`src/pcg_defs.vh`:
```
// Constants for the PLL clock generator block
`ifndef PCG_DEFS_VH
`define PCG_DEFS_VH
// APB register offsets (byte addresses)
`define PCG_CTRL_OFS      8'h00
`define PCG_STATUS_OFS    8'h04
`define PCG_PERIOD_OFS    8'h08
// Control register fields and reset value
`define PCG_CTRL_HALVE    0
`define PCG_CTRL_WAKE_INT 1
`define PCG_CTRL_RST      2'h3
// Status register field positions
`define PCG_ST_MODE       0
`define PCG_ST_PWR        2
`define PCG_ST_LOCK       3
`define PCG_ST_STABLE     4
`define PCG_ST_DIV        5
`define PCG_ST_WAKE       7
`define PCG_ST_LCNT       8
// Divider settings on the select input
`define PCG_DIV_FULL      2'h0
`define PCG_DIV_SIXTEENTH 2'h1
`define PCG_DIV_STOP      2'h2
// Clock_a codes shown on the clock_a output
`define PCG_CLOCK_A_ONE     2'h0
`define PCG_CLOCK_A_HALF    2'h1
`define PCG_CLOCK_A_FIVE    2'h2
// Timing counts
`define PCG_MULT          3'h5
`define PCG_SLOW_DIV      4'hf
`define PCG_LOCK_LAST     8'hff
`endif

```
`src/pcg_clock_gen.v`:
```
// PLL clock generator: source merge, mode decode, x5 multiplier, divider, phase clocks
//
// How it works
// - PLL mode core clock is five times reference
// - Crystal and external inputs merged by XOR
// - Two select pins decode into four modes
// - 00 static, 01 half, 10 full, bypassed
// - 11 enables feedback, PLL power, x5
// - PLL acquires lock, then keeps tracking
// - Fixed x5 multiplier, bypassable, power controlled
// - Divider gives full, sixteenth or stopped clock
// - Reset or low interrupt pin wakes stopped clock
// - Compat mode halves, phase set at reset fall
// - Half reference for 256 cycles, then x5
// - Lock counter holds in reset, stays cleared
//
// Chosen here: the placing of the registers and register access over APB.
`include "pcg_defs.vh"
module pcg_clock_gen #(
   parameter PW = 16,
   parameter NI = 4
)(
   input  wire          pclk,
   input  wire          presetn,
   input  wire          psel,
   input  wire          penable,
   input  wire          pwrite,
   input  wire [7:0]    paddr,
   input  wire [31:0]   pwdata,
   output reg  [31:0]   prdata,
   output reg           pready,
   output reg           pslverr,
   input  wire          crystal_input,
   input  wire          external_reference_input,
   input  wire          clock_mode_select_low,
   input  wire          clock_mode_select_high,
   input  wire          device_reset_n,
   input  wire [NI-1:0] int_n,
   input  wire [1:0]    div_select,
   output reg           div_ack,
   output reg           crystal_drive_output,
   output reg           pll_power_enable,
   output reg  [1:0]    clock_a,
   output reg           core_clk_en,
   output reg           phase_clock_one,
   output reg           phase_clock_three
);

   // Two-flop synchronisers for every pin input
   reg  [1:0]    xin_s_q;
   reg  [1:0]    ext_s_q;
   reg  [1:0]    md0_s_q;
   reg  [1:0]    md1_s_q;
   reg  [1:0]    rst_s_q;
   reg  [NI-1:0] int_a_q;
   reg  [NI-1:0] int_b_q;
   reg  [1:0]    sel_a_q;
   reg  [1:0]    sel_b_q;
   always @(posedge pclk or negedge presetn)
   begin
      if (!presetn)
      begin
         xin_s_q <= 2'h0;
         ext_s_q <= 2'h0;
         md0_s_q <= 2'h0;
         md1_s_q <= 2'h0;
         rst_s_q <= 2'h0;
         int_a_q <= {NI{1'b1}};
         int_b_q <= {NI{1'b1}};
         sel_a_q <= 2'h0;
         sel_b_q <= 2'h0;
      end
      else
      begin
         xin_s_q <= {xin_s_q[0], crystal_input};
         ext_s_q <= {ext_s_q[0], external_reference_input};
         md0_s_q <= {md0_s_q[0], clock_mode_select_low};
         md1_s_q <= {md1_s_q[0], clock_mode_select_high};
         rst_s_q <= {rst_s_q[0], device_reset_n};
         int_a_q <= int_n;
         int_b_q <= int_a_q;
         sel_a_q <= div_select;
         sel_b_q <= sel_a_q;
      end
   end

   // Unused input is grounded, so XOR passes the live source
   wire       ref_lvl = xin_s_q[1] ^ ext_s_q[1];
   wire [1:0] mode    = {md0_s_q[1], md1_s_q[1]};
   wire       rst_ok  = rst_s_q[1];
   wire       pll_on  = (mode == 2'h3);
   reg        ref_d_q;
   reg        rst_d_q;
   wire       ref_edge = ref_lvl & ~ref_d_q;
   wire       rst_fall = rst_d_q & ~rst_ok;

   // Mode decode into feedback, PLL power and clock_a
   reg [1:0] clock_a_d;
   always @*
   begin
      case (mode)
         2'h0:    clock_a_d = `PCG_CLOCK_A_ONE;
         2'h1:    clock_a_d = `PCG_CLOCK_A_HALF;
         2'h2:    clock_a_d = `PCG_CLOCK_A_ONE;
         2'h3:    clock_a_d = `PCG_CLOCK_A_FIVE;
         default: clock_a_d = `PCG_CLOCK_A_ONE;
      endcase
   end

   // Reference period meter; lock when two periods agree within one cycle
   reg  [PW-1:0] cnt_q;
   reg  [PW-1:0] per_q;
   reg           locked_q;
   wire [PW-1:0] diff = (cnt_q > per_q) ? cnt_q - per_q : per_q - cnt_q;
   always @(posedge pclk or negedge presetn)
   begin
      if (!presetn)
      begin
         ref_d_q  <= 1'b0;
         rst_d_q  <= 1'b0;
         cnt_q    <= {PW{1'b0}};
         per_q    <= {PW{1'b0}};
         locked_q <= 1'b0;
      end
      else
      begin
         ref_d_q <= ref_lvl;
         rst_d_q <= rst_ok;
         if (!pll_on)
         begin
            cnt_q    <= {PW{1'b0}};
            locked_q <= 1'b0;
         end
         else if (ref_edge)
         begin
            cnt_q    <= {{(PW-1){1'b0}}, 1'b1}; // Edge cycle counts as one
            per_q    <= cnt_q;
            locked_q <= (diff <= {{(PW-1){1'b0}}, 1'b1});
         end
         else if (cnt_q != {PW{1'b1}})
            cnt_q <= cnt_q + {{(PW-1){1'b0}}, 1'b1};
      end
   end

   // Lock counter only advances on reference edges out of reset
   reg [7:0] lcnt_q;
   reg       stable_q;
   always @(posedge pclk or negedge presetn)
   begin
      if (!presetn)
      begin
         lcnt_q   <= 8'h00;
         stable_q <= 1'b0;
      end
      else if (pll_on && rst_ok && ref_edge && !stable_q)
      begin
         if (lcnt_q == `PCG_LOCK_LAST)
         begin
            lcnt_q   <= 8'h00;
            stable_q <= 1'b1;
         end
         else
            lcnt_q <= lcnt_q + 8'h01;
      end
   end

   // Five evenly spaced ticks per reference period, realigned each edge
   wire [PW-1:0] slot = per_q / `PCG_MULT;
   reg  [PW-1:0] slot_q;
   reg  [2:0]    nt_q;
   reg           half_q;
   wire          x5_run = locked_q & stable_q;
   reg           btick;
   always @*
   begin
      btick = 1'b0;
      case (clock_a_d)
         `PCG_CLOCK_A_ONE:  btick = ref_edge;
         `PCG_CLOCK_A_HALF: btick = ref_edge & half_q;
         `PCG_CLOCK_A_FIVE:
            if (!x5_run)
               btick = ref_edge & half_q & rst_ok;
            else
               btick = ref_edge |
                       ((slot_q == slot) && (nt_q < `PCG_MULT));
         default:         btick = 1'b0;
      endcase
   end

   always @(posedge pclk or negedge presetn)
   begin
      if (!presetn)
      begin
         slot_q <= {PW{1'b0}};
         nt_q   <= 3'h0;
         half_q <= 1'b0;
      end
      else
      begin
         if (ref_edge)
            half_q <= ~half_q;
         // Switching at a reference edge keeps the x5 change glitch free
         if (ref_edge)
         begin
            slot_q <= {{(PW-1){1'b0}}, 1'b1};
            nt_q   <= 3'h1;
         end
         else if (slot_q == slot)
         begin
            slot_q <= {{(PW-1){1'b0}}, 1'b1};
            if (nt_q < `PCG_MULT)
               nt_q <= nt_q + 3'h1;
         end
         else
            slot_q <= slot_q + {{(PW-1){1'b0}}, 1'b1};
      end
   end

   // Divider; new select setting is taken only at a base tick with count empty, a wake from stop at once
   reg [1:0] div_q;
   reg [3:0] dcnt_q;
   reg       wake_q;
   reg [1:0] ctrl_q;
   wire      wake_src = ~rst_ok |
                        (ctrl_q[`PCG_CTRL_WAKE_INT] & ~(&int_b_q));
   wire      at_bound = btick & (dcnt_q == 4'h0);
   wire [1:0] want    = wake_q ? `PCG_DIV_FULL : sel_b_q;
   always @(posedge pclk or negedge presetn)
   begin
      if (!presetn)
      begin
         div_q   <= `PCG_DIV_FULL;
         dcnt_q  <= 4'h0;
         wake_q  <= 1'b0;
         div_ack <= 1'b1;
      end
      else
      begin
         // A stopped clock has no ticks, so wake overrides at once
         if (div_q == `PCG_DIV_STOP && wake_src)
         begin
            div_q  <= `PCG_DIV_FULL;
            wake_q <= 1'b1;
            dcnt_q <= 4'h0;
         end
         else
         begin
            if (sel_b_q != `PCG_DIV_STOP)
               wake_q <= 1'b0;
            if (at_bound && want != div_q)
               div_q <= want;
            if (btick && div_q == `PCG_DIV_SIXTEENTH)
               dcnt_q <= dcnt_q + 4'h1;
            else if (btick)
               dcnt_q <= 4'h0;
         end
         div_ack <= (div_q == want);
      end
   end

   reg dtick;
   always @*
   begin
      case (div_q)
         `PCG_DIV_FULL:      dtick = btick;
         `PCG_DIV_SIXTEENTH: dtick = btick & (dcnt_q == `PCG_SLOW_DIV);
         `PCG_DIV_STOP:      dtick = 1'b0;
         default:            dtick = 1'b0;
      endcase
   end

   // Compatibility halving; its phase is caught from H1 at reset fall
   reg  hv_q;
   wire halve = ctrl_q[`PCG_CTRL_HALVE];
   wire ctick = dtick & (~halve | hv_q);
   always @(posedge pclk or negedge presetn)
   begin
      if (!presetn)
      begin
         hv_q                 <= 1'b0;
         core_clk_en          <= 1'b0;
         phase_clock_one      <= 1'b0;
         phase_clock_three    <= 1'b1;
         crystal_drive_output <= 1'b0;
         pll_power_enable     <= 1'b0;
         clock_a              <= `PCG_CLOCK_A_ONE;
      end
      else
      begin
         if (rst_fall)
            hv_q <= phase_clock_one;
         else if (dtick)
            hv_q <= ~hv_q;
         core_clk_en <= ctick;
         if (ctick)
         begin
            phase_clock_one   <= ~phase_clock_one;
            phase_clock_three <= phase_clock_one;
         end
         // Feedback drives the inverse of the crystal input
         crystal_drive_output <= (mode != 2'h0) & ~xin_s_q[1];
         pll_power_enable     <= pll_on;
         clock_a              <= clock_a_d;
      end
   end

   // APB slave: zero wait states, error on unmapped offsets
   wire       setup = psel & ~penable;
   wire       hit   = (paddr == `PCG_CTRL_OFS) | (paddr == `PCG_STATUS_OFS) |
                      (paddr == `PCG_PERIOD_OFS);
   reg [31:0] rd_d;
   always @*
   begin
      rd_d = 32'h0;
      case (paddr)
         `PCG_CTRL_OFS:   rd_d = {30'h0, ctrl_q};
         `PCG_STATUS_OFS: rd_d = {16'h0, lcnt_q, wake_q, div_q, stable_q,
                                  locked_q, pll_on, mode};
         `PCG_PERIOD_OFS: rd_d = {{(32-PW){1'b0}}, per_q};
         default:         rd_d = 32'h0;
      endcase
   end

   always @(posedge pclk or negedge presetn)
   begin
      if (!presetn)
      begin
         ctrl_q  <= `PCG_CTRL_RST;
         prdata  <= 32'h0;
         pready  <= 1'b0;
         pslverr <= 1'b0;
      end
      else
      begin
         pready  <= setup;
         pslverr <= setup & ~hit;
         if (setup && !pwrite)
            prdata <= rd_d;
         // Write lands at the access edge, when pready is high
         if (psel && penable && pready && pwrite && paddr == `PCG_CTRL_OFS)
            ctrl_q <= pwdata[1:0];
      end
   end

endmodule

```
`config.mk`:
```
export PLATFORM = sky130hd
export DESIGN_NAME = pcg_clock_gen
export DESIGN_NICKNAME = d
export VERILOG_FILES = /design/src/pcg_clock_gen.v
export VERILOG_INCLUDE_DIRS = /design/src
export SDC_FILE = /design/constraint.sdc
export NUM_CORES = 1
export LEC_CHECK = 0
export BUFFER_PORTS_ARGS = -buffer_cell sky130_fd_sc_hd__buf_2
export CAP_MARGIN = 20
export CELL_PAD_IN_SITES_DETAIL_PLACEMENT = 1
export CELL_PAD_IN_SITES_GLOBAL_PLACEMENT = 1
export CORE_MARGIN = 1.5
export CORE_UTILIZATION = 41
export CTS_CLUSTER_SIZE = 12
export DETAILED_ROUTE_END_ITERATION = 6
export PLACE_DENSITY_LB_ADDON = 0.08
export SLEW_MARGIN = 20
export SYNTH_ARGS = -nofsm -noshare
export SYNTH_HDL_FRONTEND = slang
export SYNTH_SLANG_ARGS = --single-unit
```
`constraint.sdc`:
```
create_clock -name pclk -period 5.3 [get_ports pclk]
set_input_delay 0 -clock pclk [delete_from_list [all_inputs] [get_ports pclk]]
set_output_delay 0 -clock pclk [all_outputs]
set_load 0.1 [all_outputs]
```
==> key figures <==
Run
  • Max capacitance violation total: 0

Die
  • IO Count: 98
  • DIE AREA: 0.0225 mm^2
  • Starting Density: 42.0%
  • CORE AREA: approximately 0.021 mm^2
  • Die Y-Extent: 150 um
  • # rows: 53
  • Die Width: between 100 and 150 um

Clocking
  • Root buffer cell: clkbuf_16
  • CTS tree: built
  • Total clock sinks: 121
  • Worst skew pair latency: 0.43 ns
  • H-tree depth: 4
  • Max clock buf depth: 2
  • Reg clk slew, reported paths: roughly 0.060 ns
  • TritonCTS Buffers: 17

Timing
  • Setup violations, final: 28
  • Final worst-path cycle share: 106%
  • Clk_skew: approximately 0.012 ns
  • Worst relative slew slack: 45.0%
  • Hold slack: 0.0901 ns
  • Fin. max-slew vios: 0
  • Measured slew at the worst slew-check pin: about 0.82 ns
  • Fin crit period: 5.64 ns
  • RSZ-0062 raised after global routing: true
  • Final Hold Fails: 0
  • Fmax achieved: 177 MHz
  • Setup WS post-layout: -0.344 ns

Synth
  • Cells after Synth: a little over 1000
  • Yosys cell types: 97
  • Synth cell count leaders: dfrtp_1 (109), nand2_1 (82), nor2_1 (78)
  • Syn Std Cell Area: 0.00886 mm^2
  • Syn avg cell area: 8.64 um^2
  • Top cells by area, synth: dfrtp_1 (31%), ha_1 (5.5%), xnor2_1 (4.5%)
  • Synth top area share: between 30% and 40%
  • Post-synth EDFFs: 0
  • Yosys warns: 0
  • Most common cell in the netlist: dfrtp_1
  • Async set-reset flop share out of synthesis: 100%
  • #FFs+latches synth: 121
  • Yosys top cell by area: dfrtp_1
  • Most used DFF post-synth: dfrtp_1
  • Sequential share of the synthesized area: 34.4%

Route
  • Residual DRC: 0
  • Vias per cell: about 5.7
  • ANT nets after route: 0
  • Via count: between 8000 and 9000
  • Starting DRT DRC Count: 375
  • Drt first pass iters: 4
  • Mean routed wirelength per cell: 19.8 um
  • Final WL: 29700 um

Critical path
  • Max incr delay on CP: ~0.47 ns
  • Worst R2R Path Depth: 24
  • Crit-path max FO: 7
  • Slowest-stage cell, CP: dfrtp_2
  • Critical path type: reg -> reg
  • RR Endpoint: div_q[0]$_DFFE_PN0P_
  • Cells along the critical path: or3b_4 > a21oi_4 > a2111oi_4 > buf_4 > a311oi_2 > buf_4 > buf_6 > nand2_2 > o211a_1 > a211oi_4 > buf_6 > nor4_4 > buf_4 > a2111oi_1 > o21ai_1 > a221oi_2 > o22ai_2 > or3_4 > a31o_1 > a2111oi_4 > o21ai_2 > buf_4 > a211oi_2 > a2bb2oi_2
  • Arr. time, crit path: 6.00 ns
  • Reg-to-Reg Start: per_q[14]$_DFFE_PN0P_
  • Crit path capture type: flop
  • Crit path buf inv count: 6
  • Cell mode on critical path: buf_4
  • Cell family with most CP delay: compound AO/OA/AOI/OAI gates
  • Reg2reg setup slack: -0.34 ns
  • Required @ worst endpoint: 5.65 ns
  • Worst setup SP type: flop

Placed design
  • Port Buffers: 51
  • Post-DP HPWL: approximately 21000 um
  • Placer Congestion: 0.852
  • Post-place instance area: between 0.01 and 0.015 mm^2

Pwr
  • Sequential share of power: between 30% and 40%
  • Switch share: 36.4%
  • P_leak: approximately 5 nW
  • VDD IR max: around 0.22 mV
  • Sw Pwr: 1.12 mW
  • Power per cell area: 269 mW/mm^2
  • Internal power: 1.96 mW
  • Combinational share of power: between 20% and 30%
  • Clock power share: 37.2%

Global routing
  • Global-route wire length before repair: about 48000 um
  • Vias in the first global route: 8912
  • All-Layer GR Usage: 27.0%
  • Largest net degree at the start of global routing: 63
  • Initial antenna violation count: 0
  • Grt ovf: 0

Cells and area
  • Final instance area: roughly 0.011 mm^2
  • Layout overhead on the synthesized area: 29.7%
  • Ant. Diodes: 0
  • Multi-input gate area: 0.00566 mm^2
  • Share of layout cells above drive strength 1: 28.7%
  • Reg area: 0.00305 mm^2
  • Nets: 1307
  • # fillers: 2499

Hold path
  • Worst min path class: in -> reg
  • Worst Hold Launch: paddr[3]
  • Hold EP: prdata[0]$_DFFE_PN0P_
  • Hold Crit Depth: 4

Outcome
  • Status: finished, violations left
  • Failing checks: negative setup slack
-- worst register-to-register path: cells and delay by family (launching register included) --
family / cells / cell delay, ns
compound gates: 14 / 3.18
buf+inv: 6 / 0.99
flops: 1 / 0.47
simple gates: 4 / 0.93
-- kinds of logic (layout without fill, tap and decap cells) --
group	Yosys count	in the layout	synth area share (%)
XOR/XNOR	67	67	6.63
multiplexers	25	25	2.91
buffers and inverters	127	310	6.64
AND/OR/NAND/NOR	342	342	19.6
adder cells (fa/ha/maj)	42	42	6.09
other	1	16	0.0423
AO/OA/AOI/OAI	300	300	23.8
flip-flops	121	121	34.4
-- power groups by stage --
| stage | combinational (mW) | sequential, mW | clock, mW |
|---|---|---|---|
| final | 0.802 | 1.14 | 1.15 |
| after global routing | 0.877 | 1.16 | 1.19 |
| after CTS | 0.777 | 1.14 | 1.16 |
| after detailed placement | 0.746 | 1.15 | 0 |
| after global placement | 0.727 | 1.15 | 0 |
| after floorplan | 0.485 | 1.20 | 0 |
-- worst max-delay path by stage --
stage	startpoint	to	slack (ns)	depth (start not counted)
final	per_q[14]$_DFFE_PN0P_	div_q[0]$_DFFE_PN0P_	-0.34	24
after global routing	per_q[14]$_DFFE_PN0P_	phase_clock_one$_DFFE_PN0P_	-0.60	27
after floorplan	per_q[12]$_DFFE_PN0P_	phase_clock_three$_DFFE_PN1P_	-0.09	25
after detailed placement	per_q[10]$_DFFE_PN0P_	div_q[0]$_DFFE_PN0P_	-0.43	25
after global placement	per_q[10]$_DFFE_PN0P_	phase_clock_three$_DFFE_PN1P_	-0.26	24
after CTS	per_q[14]$_DFFE_PN0P_	div_q[0]$_DFFE_PN0P_	-0.25	26
-- layer usage --
metal | GRT usage, % | up-vias | routed length [um]
li1 | - | 4034 | -
met1 | 35.8 | 4316 | 13700
met2 | 46.2 | 87 | 15000
met3 | 3.72 | 30 | 517
met4 | 6.52 | 0 | 442
met5 | 0 | - | 0
-- final cells by class --
type	instances	share of cell area, %
clock buffer	17	3.70
clock inverter	15	1.27
inverter	53	1.75
multi-input combinational	792	49.3
sequential	121	26.6
tap	275	3.00
timing repair buffer	225	14.4
-- timing repair --
item                       in CTS  in global routing
gates resized for setup        46                 35
setup endpoints to repair      29                 30
hold endpoints to repair       71                  0
pin swaps                      26                 18
buffers inserted               18                  8
hold buffers                   18                  0
-- cells in the final DEF (no fill, tap or decap), types with 6 or more instances in the layout --
master         count
dlygate4sd3_1     18
buf_6              9
o21a_1             6
dfrtp_1          103
and3_1            10
a31oi_1            9
clkbuf_16         17
a21oi_1           53
a22oi_1           15
a211oi_1           8
o21bai_1           6
nor3_1            19
nor2b_1           18
nand2b_1          13
nor4_1             8
o211ai_1           8
nand3_1           47
buf_2             50
inv_1             47
dfstp_2           12
o21ai_0           66
ha_1              38
xnor2_1           45
xor2_1            20
mux2i_1           19
a21o_1            20
o21ai_1           10
o31ai_1            8
nor2_1            73
dfrtp_2            6
nand4_1           15
conb_1            16
buf_4            147
o221ai_1           7
nand2_1           80
-- flip-flops by register name, summed over array words and instances, names as in the netlist, 3 cells and up --
register  count
nt_q          3
lcnt_q        8
dcnt_q        4
slot_q       16
per_q        16
cnt_q        16
prdata       16
int_b_q       4
int_a_q       4
-- per-stage QoR --
stage | power [mW] | std cells | setup TNS, ns | worst slack, ns | utilization (%)
after floorplan | 1.68 | 1040 | -0.0901 | -0.0901 | -
after global placement | 1.87 | 1424 | -2.67 | -0.263 | 48.4
after detailed placement | 1.90 | 1424 | -6.84 | -0.434 | 48.4
after CTS | 3.07 | 1492 | -1.82 | -0.253 | 53.4
after global routing | 3.23 | 1498 | -11.76 | -0.601 | 54.5
final | 3.09 | 1498 | -4.39 | -0.344 | 54.5
Power figures use the tool's default switching activity.
